<file path="src/brg_pkg.sv">
// package for the rate timer: offsets, fields, resets, divide ratios
package brg_pkg;
    localparam logic [11:0] OFS_DIV_LOW  = 12'h000;
    localparam logic [11:0] OFS_DIV_HIGH = 12'h004;
    localparam logic [11:0] OFS_BAUD_CTL = 12'h008;
    localparam logic [11:0] OFS_TX_CTL   = 12'h00C;
    localparam logic [11:0] OFS_STATUS   = 12'h010;
    localparam int          BIT_WIDE     = 3;   // wide_divider_select in baud_control
    localparam int          BIT_IDLE     = 6;   // receive_idle_flag in baud_control
    localparam int          BIT_SYNC     = 4;   // synchronous select in transmit_status_control
    localparam int          BIT_HIGH     = 2;   // high_speed_select in transmit_status_control
    localparam logic [7:0]  RST_BAUD_CTL = 8'h00;
    localparam logic [7:0]  RST_TX_CTL   = 8'h00;
    localparam logic [7:0]  RST_DIV      = 8'h00;
    localparam logic [7:0]  MASK_BAUD_CTL = 8'h0B;
    localparam logic [7:0]  MASK_TX_CTL   = 8'hFD;
    localparam int          DIV_ASYNC_SLOW = 64;
    localparam int          DIV_ASYNC_MID  = 16;
    localparam int          DIV_FAST       = 4;
    localparam int          PRE_W          = 6;

    typedef struct packed {
        logic        sync;
        logic        wide;
        logic        high;
    } brg_mode_s;
endpackage

</file>
<file path="src/brg_rate_gen.sv">
// rate timer with ahb-lite register slave
//
// How it works
// RULE1: one timer, 8 or 16 bit, both modes
// RULE2: 8-bit after reset; wide select gives 16
// RULE3: free running; period from divisor pair n
// RULE4: async multiplier from high speed and wide
// RULE5: sync mode ignores high speed select
// RULE6: async 8-bit normal: fosc/(64(n+1))
// RULE7: async 16-bit normal: fosc/(16(n+1))
// RULE8: sync 8-bit: fosc/(4(n+1))
// RULE9: other modes divide by 16 or 4
// RULE10: divisor write clears timer immediately
// RULE11: software checks receive idle before clock change
// RULE12: software picks high speed or wide for accuracy
`timescale 1ns/1ns
module brg_rate_gen
    import brg_pkg::*;
(
    input  wire logic        hclk,
    input  wire logic        hresetn,
    input  wire logic        hsel,
    input  wire logic [11:0] haddr,
    input  wire logic [1:0]  htrans,
    input  wire logic        hwrite,
    input  wire logic [2:0]  hsize,
    input  wire logic [31:0] hwdata,
    input  wire logic        hready,
    input  wire logic        rx_idle_in,
    output logic [31:0]      hrdata,
    output logic             hreadyout,
    output logic             hresp,
    output logic             bit_tick,
    output logic             sample_tick,
    output logic             sync_mode,
    output logic             wide_mode
);
    logic [7:0]  div_low_q;
    logic [7:0]  div_high_q;
    logic [7:0]  baud_ctl_q;
    logic [7:0]  tx_ctl_q;
    logic [15:0] cnt_q;
    logic [PRE_W-1:0] pre_q;
    logic        wr_pend_q;
    logic [11:0] wr_addr_q;
    logic [31:0] hrdata_q;
    logic        bit_tick_q;
    logic        sample_tick_q;
    logic        idle_s1_q;
    logic        idle_s2_q;

    // async input of the receiver: two stages before use
    always_ff @(posedge hclk or negedge hresetn) begin
        if (!hresetn) begin
            idle_s1_q <= 1'b0;
            idle_s2_q <= 1'b0;
        end else begin
            idle_s1_q <= rx_idle_in;
            idle_s2_q <= idle_s1_q;
        end
    end

    // bus decode
    wire        acc_take = hsel & hready & htrans[1];
    wire        wr_take  = acc_take & hwrite;
    wire        rd_take  = acc_take & ~hwrite;
    wire        wr_low   = wr_pend_q & (wr_addr_q == OFS_DIV_LOW);
    wire        wr_high  = wr_pend_q & (wr_addr_q == OFS_DIV_HIGH);
    wire        wr_baud  = wr_pend_q & (wr_addr_q == OFS_BAUD_CTL);
    wire        wr_tx    = wr_pend_q & (wr_addr_q == OFS_TX_CTL);
    wire        div_wr   = wr_low | wr_high;

    brg_mode_s  mode;
    assign mode.sync = tx_ctl_q[BIT_SYNC];
    assign mode.wide = baud_ctl_q[BIT_WIDE];                           // RULE2
    assign mode.high = tx_ctl_q[BIT_HIGH];

    // 8-bit mode uses only the low divisor
    wire [15:0] n_val = mode.wide ? {div_high_q, div_low_q} : {8'h00, div_low_q}; // RULE1 RULE3

    // prescale: 64, 16 or 4 system clocks per timer step
    function automatic logic [PRE_W-1:0] pre_last(input brg_mode_s m);
        if (m.sync) begin
            pre_last = PRE_W'(DIV_FAST - 1);                            // RULE5 RULE8 RULE9
        end else if (m.wide & m.high) begin
            pre_last = PRE_W'(DIV_FAST - 1);                            // RULE9
        end else if (m.wide | m.high) begin
            pre_last = PRE_W'(DIV_ASYNC_MID - 1);                       // RULE7 RULE9
        end else begin
            pre_last = PRE_W'(DIV_ASYNC_SLOW - 1);                      // RULE4 RULE6
        end
    endfunction

    wire [PRE_W-1:0] pre_top = pre_last(mode);
    wire             pre_end = (pre_q >= pre_top);
    wire             cnt_end = (cnt_q >= n_val);
    wire             period  = pre_end & cnt_end;
    wire [15:0]      cnt_step  = cnt_end ? 16'h0000 : cnt_q + 16'h0001;
    wire [15:0]      cnt_next  = pre_end ? cnt_step : cnt_q;
    // leaving 16-bit width drops the upper count byte, else the 8-bit timer could outrun its divisor
    wire             narrow_wr = wr_baud & ~hwdata[BIT_WIDE];

    // timer never stops; divisor write restarts it without waiting
    always_ff @(posedge hclk or negedge hresetn) begin
        if (!hresetn) begin
            pre_q <= '0;
            cnt_q <= 16'h0000;
        end else if (div_wr) begin
            pre_q <= '0;                                                // RULE10
            cnt_q <= 16'h0000;                                          // RULE10
        end else begin
            pre_q <= pre_end ? '0 : pre_q + PRE_W'(1);
            cnt_q <= narrow_wr ? {8'h00, cnt_next[7:0]} : cnt_next;      // RULE2 RULE3
        end
    end

    always_ff @(posedge hclk or negedge hresetn) begin
        if (!hresetn) begin
            bit_tick_q    <= 1'b0;
            sample_tick_q <= 1'b0;
        end else begin
            bit_tick_q    <= period & ~div_wr;
            sample_tick_q <= pre_end & ~div_wr;
        end
    end

    // registers; writes land in the data phase
    always_ff @(posedge hclk or negedge hresetn) begin
        if (!hresetn) begin
            wr_pend_q  <= 1'b0;
            wr_addr_q  <= 12'h000;
            div_low_q  <= RST_DIV;
            div_high_q <= RST_DIV;
            baud_ctl_q <= RST_BAUD_CTL;
            tx_ctl_q   <= RST_TX_CTL;
        end else begin
            wr_pend_q <= wr_take;
            wr_addr_q <= haddr;
            if (wr_low) begin
                div_low_q <= hwdata[7:0];
            end
            if (wr_high) begin
                div_high_q <= hwdata[7:0];
            end
            if (wr_baud) begin
                baud_ctl_q <= hwdata[7:0] & MASK_BAUD_CTL;
            end
            if (wr_tx) begin
                tx_ctl_q <= hwdata[7:0] & MASK_TX_CTL;
            end
        end
    end

    wire [7:0]  baud_rd = baud_ctl_q | {1'b0, idle_s2_q, 6'h00};
    wire [31:0] rd_mux  = (haddr == OFS_DIV_LOW)  ? {24'h000000, div_low_q} :
                          (haddr == OFS_DIV_HIGH) ? {24'h000000, div_high_q} :
                          (haddr == OFS_BAUD_CTL) ? {24'h000000, baud_rd} :
                          (haddr == OFS_TX_CTL)   ? {24'h000000, tx_ctl_q} :
                          (haddr == OFS_STATUS)   ? {16'h0000, cnt_q} :
                          32'h00000000;

    always_ff @(posedge hclk or negedge hresetn) begin
        if (!hresetn) begin
            hrdata_q <= 32'h00000000;
        end else if (rd_take) begin
            hrdata_q <= rd_mux;
        end
    end

    assign hrdata      = hrdata_q;
    assign hreadyout   = 1'b1;
    assign hresp       = 1'b0;
    assign bit_tick    = bit_tick_q;
    assign sample_tick = sample_tick_q;
    assign sync_mode   = tx_ctl_q[BIT_SYNC];
    assign wide_mode   = baud_ctl_q[BIT_WIDE];

    // helper: cycles between two bit ticks with no divisor/mode write
    logic [23:0] gap_q;
    logic        chg_q;
    always_ff @(posedge hclk or negedge hresetn) begin
        if (!hresetn) begin
            gap_q <= 24'h000000;
            chg_q <= 1'b1;
        end else if (bit_tick_q) begin
            gap_q <= 24'h000001;
            chg_q <= wr_pend_q;
        end else begin
            gap_q <= gap_q + 24'h000001;
            chg_q <= chg_q | wr_pend_q;
        end
    end
    wire [23:0] exp_gap = 24'({8'h00, n_val} + 24'h000001) * 24'({18'h0, pre_top} + 24'h000001);

    period_len_a: assert property (@(posedge hclk) disable iff (!hresetn) // RULE3
        (bit_tick_q && !chg_q && !wr_pend_q) |-> gap_q == exp_gap)
        else $error("tick spacing wrong");
    slow_div_a: assert property (@(posedge hclk) disable iff (!hresetn) // RULE6
        (!mode.sync && !mode.wide && !mode.high) |-> pre_top == 6'h3F)
        else $error("async 8-bit normal not 64");
    mid_div_a: assert property (@(posedge hclk) disable iff (!hresetn) // RULE7
        (!mode.sync && mode.wide && !mode.high) |-> pre_top == 6'h0F)
        else $error("async 16-bit normal not 16");
    sync_div_a: assert property (@(posedge hclk) disable iff (!hresetn) // RULE8
        mode.sync |-> pre_top == 6'h03)
        else $error("sync not 4");
    fast_div_a: assert property (@(posedge hclk) disable iff (!hresetn) // RULE9
        (!mode.sync && mode.high) |-> pre_top == (mode.wide ? 6'h03 : 6'h0F))
        else $error("high speed ratio wrong");
    sync_ignore_a: assert property (@(posedge hclk) disable iff (!hresetn) // RULE5
        (mode.sync && $changed(mode.high) && $stable(mode.sync)) |-> $stable(pre_top))
        else $error("high speed changed sync rate");
    restart_a: assert property (@(posedge hclk) disable iff (!hresetn) // RULE10
        div_wr |=> (cnt_q == 16'h0000 && pre_q == '0 && !bit_tick_q))
        else $error("divisor write did not clear timer");
    narrow_a: assert property (@(posedge hclk) disable iff (!hresetn) // RULE2
        !mode.wide |-> cnt_q[15:8] == 8'h00)
        else $error("8-bit timer exceeded");
    runs_a: assert property (@(posedge hclk) disable iff (!hresetn) // RULE1
        (!div_wr && !pre_end) |=> pre_q == $past(pre_q) + PRE_W'(1))
        else $error("timer stalled");

    // helper: cycles since the last divisor write while nothing else was written
    logic [23:0] since_q;
    logic        first_q;
    always_ff @(posedge hclk or negedge hresetn) begin
        if (!hresetn) begin
            since_q <= 24'h000000;
            first_q <= 1'b0;
        end else if (div_wr) begin
            since_q <= 24'h000001;
            first_q <= 1'b1;
        end else begin
            since_q <= since_q + 24'h000001;
            first_q <= first_q & ~bit_tick_q & ~wr_pend_q;
        end
    end

    first_tick_a: assert property (@(posedge hclk) disable iff (!hresetn) // RULE10
        (bit_tick_q && first_q) |-> since_q == exp_gap + 24'h000001)
        else $error("first tick after divisor write mistimed");

    // writes land at the end of the data phase, reads answer in it
    low_store_a: assert property (@(posedge hclk) disable iff (!hresetn) // RULE3
        wr_low |=> div_low_q == $past(hwdata[7:0]))
        else $error("low divisor write lost");
    high_store_a: assert property (@(posedge hclk) disable iff (!hresetn) // RULE3
        wr_high |=> div_high_q == $past(hwdata[7:0]))
        else $error("high divisor write lost");
    wide_store_a: assert property (@(posedge hclk) disable iff (!hresetn) // RULE2
        wr_baud |=> mode.wide == $past(hwdata[BIT_WIDE]))
        else $error("wide select write lost");
    sync_store_a: assert property (@(posedge hclk) disable iff (!hresetn) // RULE8
        wr_tx |=> mode.sync == $past(hwdata[BIT_SYNC]))
        else $error("sync select write lost");
    speed_store_a: assert property (@(posedge hclk) disable iff (!hresetn) // RULE4
        wr_tx |=> mode.high == $past(hwdata[BIT_HIGH]))
        else $error("high speed write lost");
    low_read_a: assert property (@(posedge hclk) disable iff (!hresetn) // RULE3
        (rd_take && haddr == OFS_DIV_LOW) |=> hrdata_q == {24'h000000, $past(div_low_q)})
        else $error("low divisor read wrong");
    high_read_a: assert property (@(posedge hclk) disable iff (!hresetn) // RULE3
        (rd_take && haddr == OFS_DIV_HIGH) |=> hrdata_q == {24'h000000, $past(div_high_q)})
        else $error("high divisor read wrong");
    count_read_a: assert property (@(posedge hclk) disable iff (!hresetn) // RULE3
        (rd_take && haddr == OFS_STATUS) |=> hrdata_q == {16'h0000, $past(cnt_q)})
        else $error("count read wrong");
    idle_read_a: assert property (@(posedge hclk) disable iff (!hresetn) // RULE11
        (rd_take && haddr == OFS_BAUD_CTL) |=> hrdata_q[BIT_IDLE] == $past(idle_s2_q))
        else $error("receive idle read wrong");

    // ticks are single pulses and a bit tick always falls on a timer step
    tick_single_a: assert property (@(posedge hclk) disable iff (!hresetn) // RULE3
        bit_tick_q |=> !bit_tick_q)
        else $error("bit tick longer than one cycle");
    tick_step_a: assert property (@(posedge hclk) disable iff (!hresetn) // RULE3
        bit_tick_q |-> sample_tick_q)
        else $error("bit tick off a timer step");
    step_single_a: assert property (@(posedge hclk) disable iff (!hresetn) // RULE4
        sample_tick_q |=> !sample_tick_q)
        else $error("step tick longer than one cycle");
    restart_step_a: assert property (@(posedge hclk) disable iff (!hresetn) // RULE10
        div_wr |=> !sample_tick_q)
        else $error("step tick after divisor write");
    count_bound_a: assert property (@(posedge hclk) disable iff (!hresetn) // RULE3
        !chg_q |-> cnt_q <= n_val)
        else $error("count beyond divisor");
    pre_bound_a: assert property (@(posedge hclk) disable iff (!hresetn) // RULE4
        !chg_q |-> pre_q <= pre_top)
        else $error("prescale beyond multiplier");

    // 8-bit width bounds the period; 16-bit synchronous still divides by 4
    narrow_max_a: assert property (@(posedge hclk) disable iff (!hresetn) // RULE2
        (bit_tick_q && !chg_q && !mode.wide) |-> gap_q <= 24'(DIV_ASYNC_SLOW * 256))
        else $error("8-bit period too long");
    narrow_clear_a: assert property (@(posedge hclk) disable iff (!hresetn) // RULE2
        narrow_wr |=> cnt_q[15:8] == 8'h00)
        else $error("upper count kept in 8-bit width");
    sync_wide_a: assert property (@(posedge hclk) disable iff (!hresetn) // RULE9
        (mode.sync && mode.wide) |-> pre_top == 6'h03)
        else $error("sync 16-bit not 4");
endmodule
</file>
<file path="config.mk">
export PLATFORM = sky130hd
export DESIGN_NAME = brg_rate_gen
export DESIGN_NICKNAME = d
export VERILOG_FILES = /design/src/brg_pkg.sv /design/src/brg_rate_gen.sv
export SDC_FILE = /design/constraint.sdc
export NUM_CORES = 1
export LEC_CHECK = 0
export BUFFER_PORTS_ARGS = -buffer_cell sky130_fd_sc_hd__buf_2
export CORE_MARGIN = 5
export CORE_UTILIZATION = 30
export DETAILED_ROUTE_END_ITERATION = 16
export PLACE_DENSITY = 0.51
export REMOVE_ABC_BUFFERS = 1
export SYNTH_ARGS = -nofsm -noshare
export SYNTH_HDL_FRONTEND = slang
export SYNTH_SLANG_ARGS = --single-unit
</file>
<file path="constraint.sdc">
create_clock -name hclk -period 2.69 [get_ports hclk]
set_input_delay 0.1345 -clock hclk [delete_from_list [all_inputs] [get_ports hclk]]
set_output_delay 0.1345 -clock hclk [all_outputs]
set_load 0.01 [all_outputs]
</file>
==> flow_metrics.tcl <==
set metrics [dict create \
    outcome "complete, no violations" \
    syn_area_per_cell_sq_um 10.5 \
    setup_violations 0 \
    wl_per_cell_um 15.9 \
    synth_edf_count 0 \
    dp_cells 625 \
    antenna_left 0 \
    cts_max_path_buffers 2 \
    die_area_sq_um 16400 \
    antenna_found_initial 0 \
    fin_cells 652 \
    seq_area_frac_synth_pct 48.6 \
    grt_pass1_vias 3271 \
    whs_ns 0.0554 \
    synth_warnings 0 \
    rows 43 \
    io_pins 93 \
    maxCapViolCount 0 \
    crit_arrival_ns 2.65 \
    clkTransAtPathRegs_ns 0.06 \
    hold_violations 0 \
    grt_max_degree 46 \
    power_density_nw_per_um2 602 \
    vdd_drop_max_mv 0.298 \
    slew_headroom_pct 54.2 \
    diodes 0 \
    cts.sinks 81 \
    rsz0062_at_grt "false" \
    ys_dominant_reg_cell "dfrtp_1" \
    clk_latency_ns 0.35 \
    path_max_fanout 13 \
    worst_pin_slew_ns 0.681 \
    htree_num_levels 3 \
    syn_area_sq_um 4170 \
    viasPerCell 4.88 \
    post-route-min-period_ns 2.40 \
    drv_slew 0 \
    die_h_um 128 \
    critical_path_required_ns 2.95 \
    cts_tree "built" \
    synth.distinct_cells 55 \
    post-cts-setup-buffer-count 0 \
    crit_type "flip-flop to flip-flop" \
    fmax_mhz 417 \
    synth_async_sr_flop_share_pct 100 \
    p_leak_nw 2.32 \
    nets 544 \
    first_pass_iters 4 \
    period_share_pct 89.1 \
    fin_skew_ns 0.00926 \
    end_kind "flip-flop" \
    syn_inst 398 \
    grt_usage_pct 13.7 \
    drt-total-wl_um 10400 \
    vias 3185 \
    syn_to_final_growth_pct 20.8 \
    synth_seq_cells 81 \
    drc_errors 0 \
    hpwl_um 7750 \
    design_area_sq_um 5040 \
    cts_made_buffers 9 \
    root_buffer "clkbuf_16" \
    start_kind "flip-flop" \
    fin_tns_setup_ns 0 \
    fp.dieW_um 128 \
    drt_iter0_drc 184 \
    core_sq_um 13800 \
    placed_area_sq_um 4620 \
    place_congestion 0.856 \
    min_path_type "input port to flip-flop" \
    grt_pass1_wl_um 17300 \
    grt_overflow 0 \
    io_buffers 46 \
    initial_core_util_pct 30.3 \
    num-fill-cells 1402 \
    drive_gt1_share_pct 24.4 \
]
layer usage:
layer	routed length, um	share of wire, %	track usage [%]	up-vias
met1	4820	47	18.1	1567
met5	0	0	0	-
met3	520	5.0	4.42	7
met4	155	1.5	4.31	0
met2	4870	47	21.3	62
li1	-	-	-	1549
cell usage after synthesis, types with 4 or more instances:
library cell / instances / area (sq um)
nor2_1: 27 / 101
nand4_1: 11 / 68.8
ha_1: 22 / 275
nor4_1: 4 / 25.0
nand2_1: 39 / 146
a22o_1: 8 / 70.1
nand3_1: 15 / 75.1
o311ai_0: 4 / 35.0
a31oi_1: 9 / 56.3
dfrtp_1: 81 / 2030
a21oi_1: 20 / 100
clkbuf_1: 8 / 30.0
o31ai_1: 7 / 52.6
a2bb2oi_1: 5 / 43.8
inv_1: 24 / 90.1
mux2_2: 26 / 293
buf_4: 18 / 135
o22ai_1: 9 / 56.3
o21ai_0: 8 / 40.0
placed cells by master, fill, tap and decap left out, types with 3 or more instances in the layout:
| master | instances |
|---|---|
| a22o_1 | 8 |
| or3_1 | 3 |
| nand2b_1 | 3 |
| o22ai_1 | 9 |
| dlygate4sd3_1 | 11 |
| o311ai_0 | 4 |
| inv_1 | 24 |
| a21oi_1 | 19 |
| a21o_1 | 3 |
| mux2i_1 | 3 |
| o31ai_1 | 7 |
| a2bb2oi_1 | 5 |
| dfrtp_1 | 80 |
| nand2_1 | 39 |
| clkbuf_16 | 9 |
| o21ai_0 | 8 |
| buf_2 | 45 |
| mux2_2 | 26 |
| nor2_1 | 27 |
| conb_1 | 18 |
| nand3_1 | 15 |
| clkinv_4 | 3 |
| ha_1 | 22 |
| nand4_1 | 11 |
| nor4_1 | 4 |
| buf_4 | 12 |
| a31oi_1 | 9 |
worst max-delay path: stages (launching register included):
cell and delay (ns):
dfrtp_2 0.51, or3_1 0.43, ha_1 0.32, nand2_1 0.06, a21oi_2 0.19, or2_2 0.18, nand4_1 0.31, o22ai_1 0.30
state kept, by name (all words and copies together) (netlist names):
register / flops
wr_addr_q: 12
baud_ctl_q: 3
div_low_q: 8
pre_q: 6
tx_ctl_q: 7
sample_tick: 1
wr_pend_q: 1
bit_tick: 1
div_high_q: 8
hrdata: 16
cnt_q: 16
idle_s2_q: 1
idle_s1_q: 1
what timing repair did:
item | in CTS | in global routing
hold buffers | 11 | 0
endpoints found under the hold margin | 46 | 0
setup endpoints to repair | 0 | 15
resized for setup | 0 | 3
report_power, final:
part           total [mW]  internal, mW  switching [mW]
Sequential           1.34          1.29          0.0526
Clock                1.23         0.722           0.505
Combinational       0.464         0.197           0.267
cell type report:
| class | count | area (sq um) | area share [%] |
|---|---|---|---|
| sequential | 81 | 2030 | 40.2 |
| multi-input combinational | 281 | 1950 | 38.7 |
| timing repair buffer | 69 | 445 | 8.83 |
| clock buffer | 10 | 229 | 4.54 |
| tap | 180 | 225 | 4.47 |
| inverter | 25 | 93.8 | 1.86 |
| clock inverter | 6 | 68.8 | 1.36 |
metrics by stage:
stage / power, mW / setup slack (ns) / utilization [%]
finish: 3.03 / 0.294 / 36.6
global route: 3.21 / 0.110 / 36.6
CTS: 3.08 / 0.00451 / 36.5
detailed placement: 1.81 / 0.0345 / 33.6
global placement: 1.80 / 0.0923 / 33.6
floorplan: 1.64 / 0.275 / -
logic make-up (layout without fill, tap and decap cells):
kind of cell	Yosys count	in the layout	share of synthesized area, %
compound gates	82	82	13.5
xor+xnor	4	4	0.840
fa+ha+maj	22	22	6.60
buf+inv	52	110	6.30
flops	81	81	48.6
mux	30	30	8.28
other cells	2	18	0.180
simple gates	125	125	15.7
worst paths after layout:
| check | start | end | slack (ns) | cells after the start |
|---|---|---|---|---|
| max | baud_ctl_q[3] | cnt_q[4] | 0.29 | 7 |
| min | hwdata[6] | div_high_q[6] | 0.06 | 2 |
| max reg2reg | baud_ctl_q[3] | cnt_q[4] | 0.29 | 7 |
| min reg2reg | idle_s1_q | idle_s2_q | 0.34 | 0 |
| max in group asynchronous | hresetn | baud_ctl_q[3] | 1.76 | 3 |
| min in group asynchronous | hresetn | hrdata[8] | 0.30 | 2 |
Note: power is estimated with default switching activity, not from simulation.
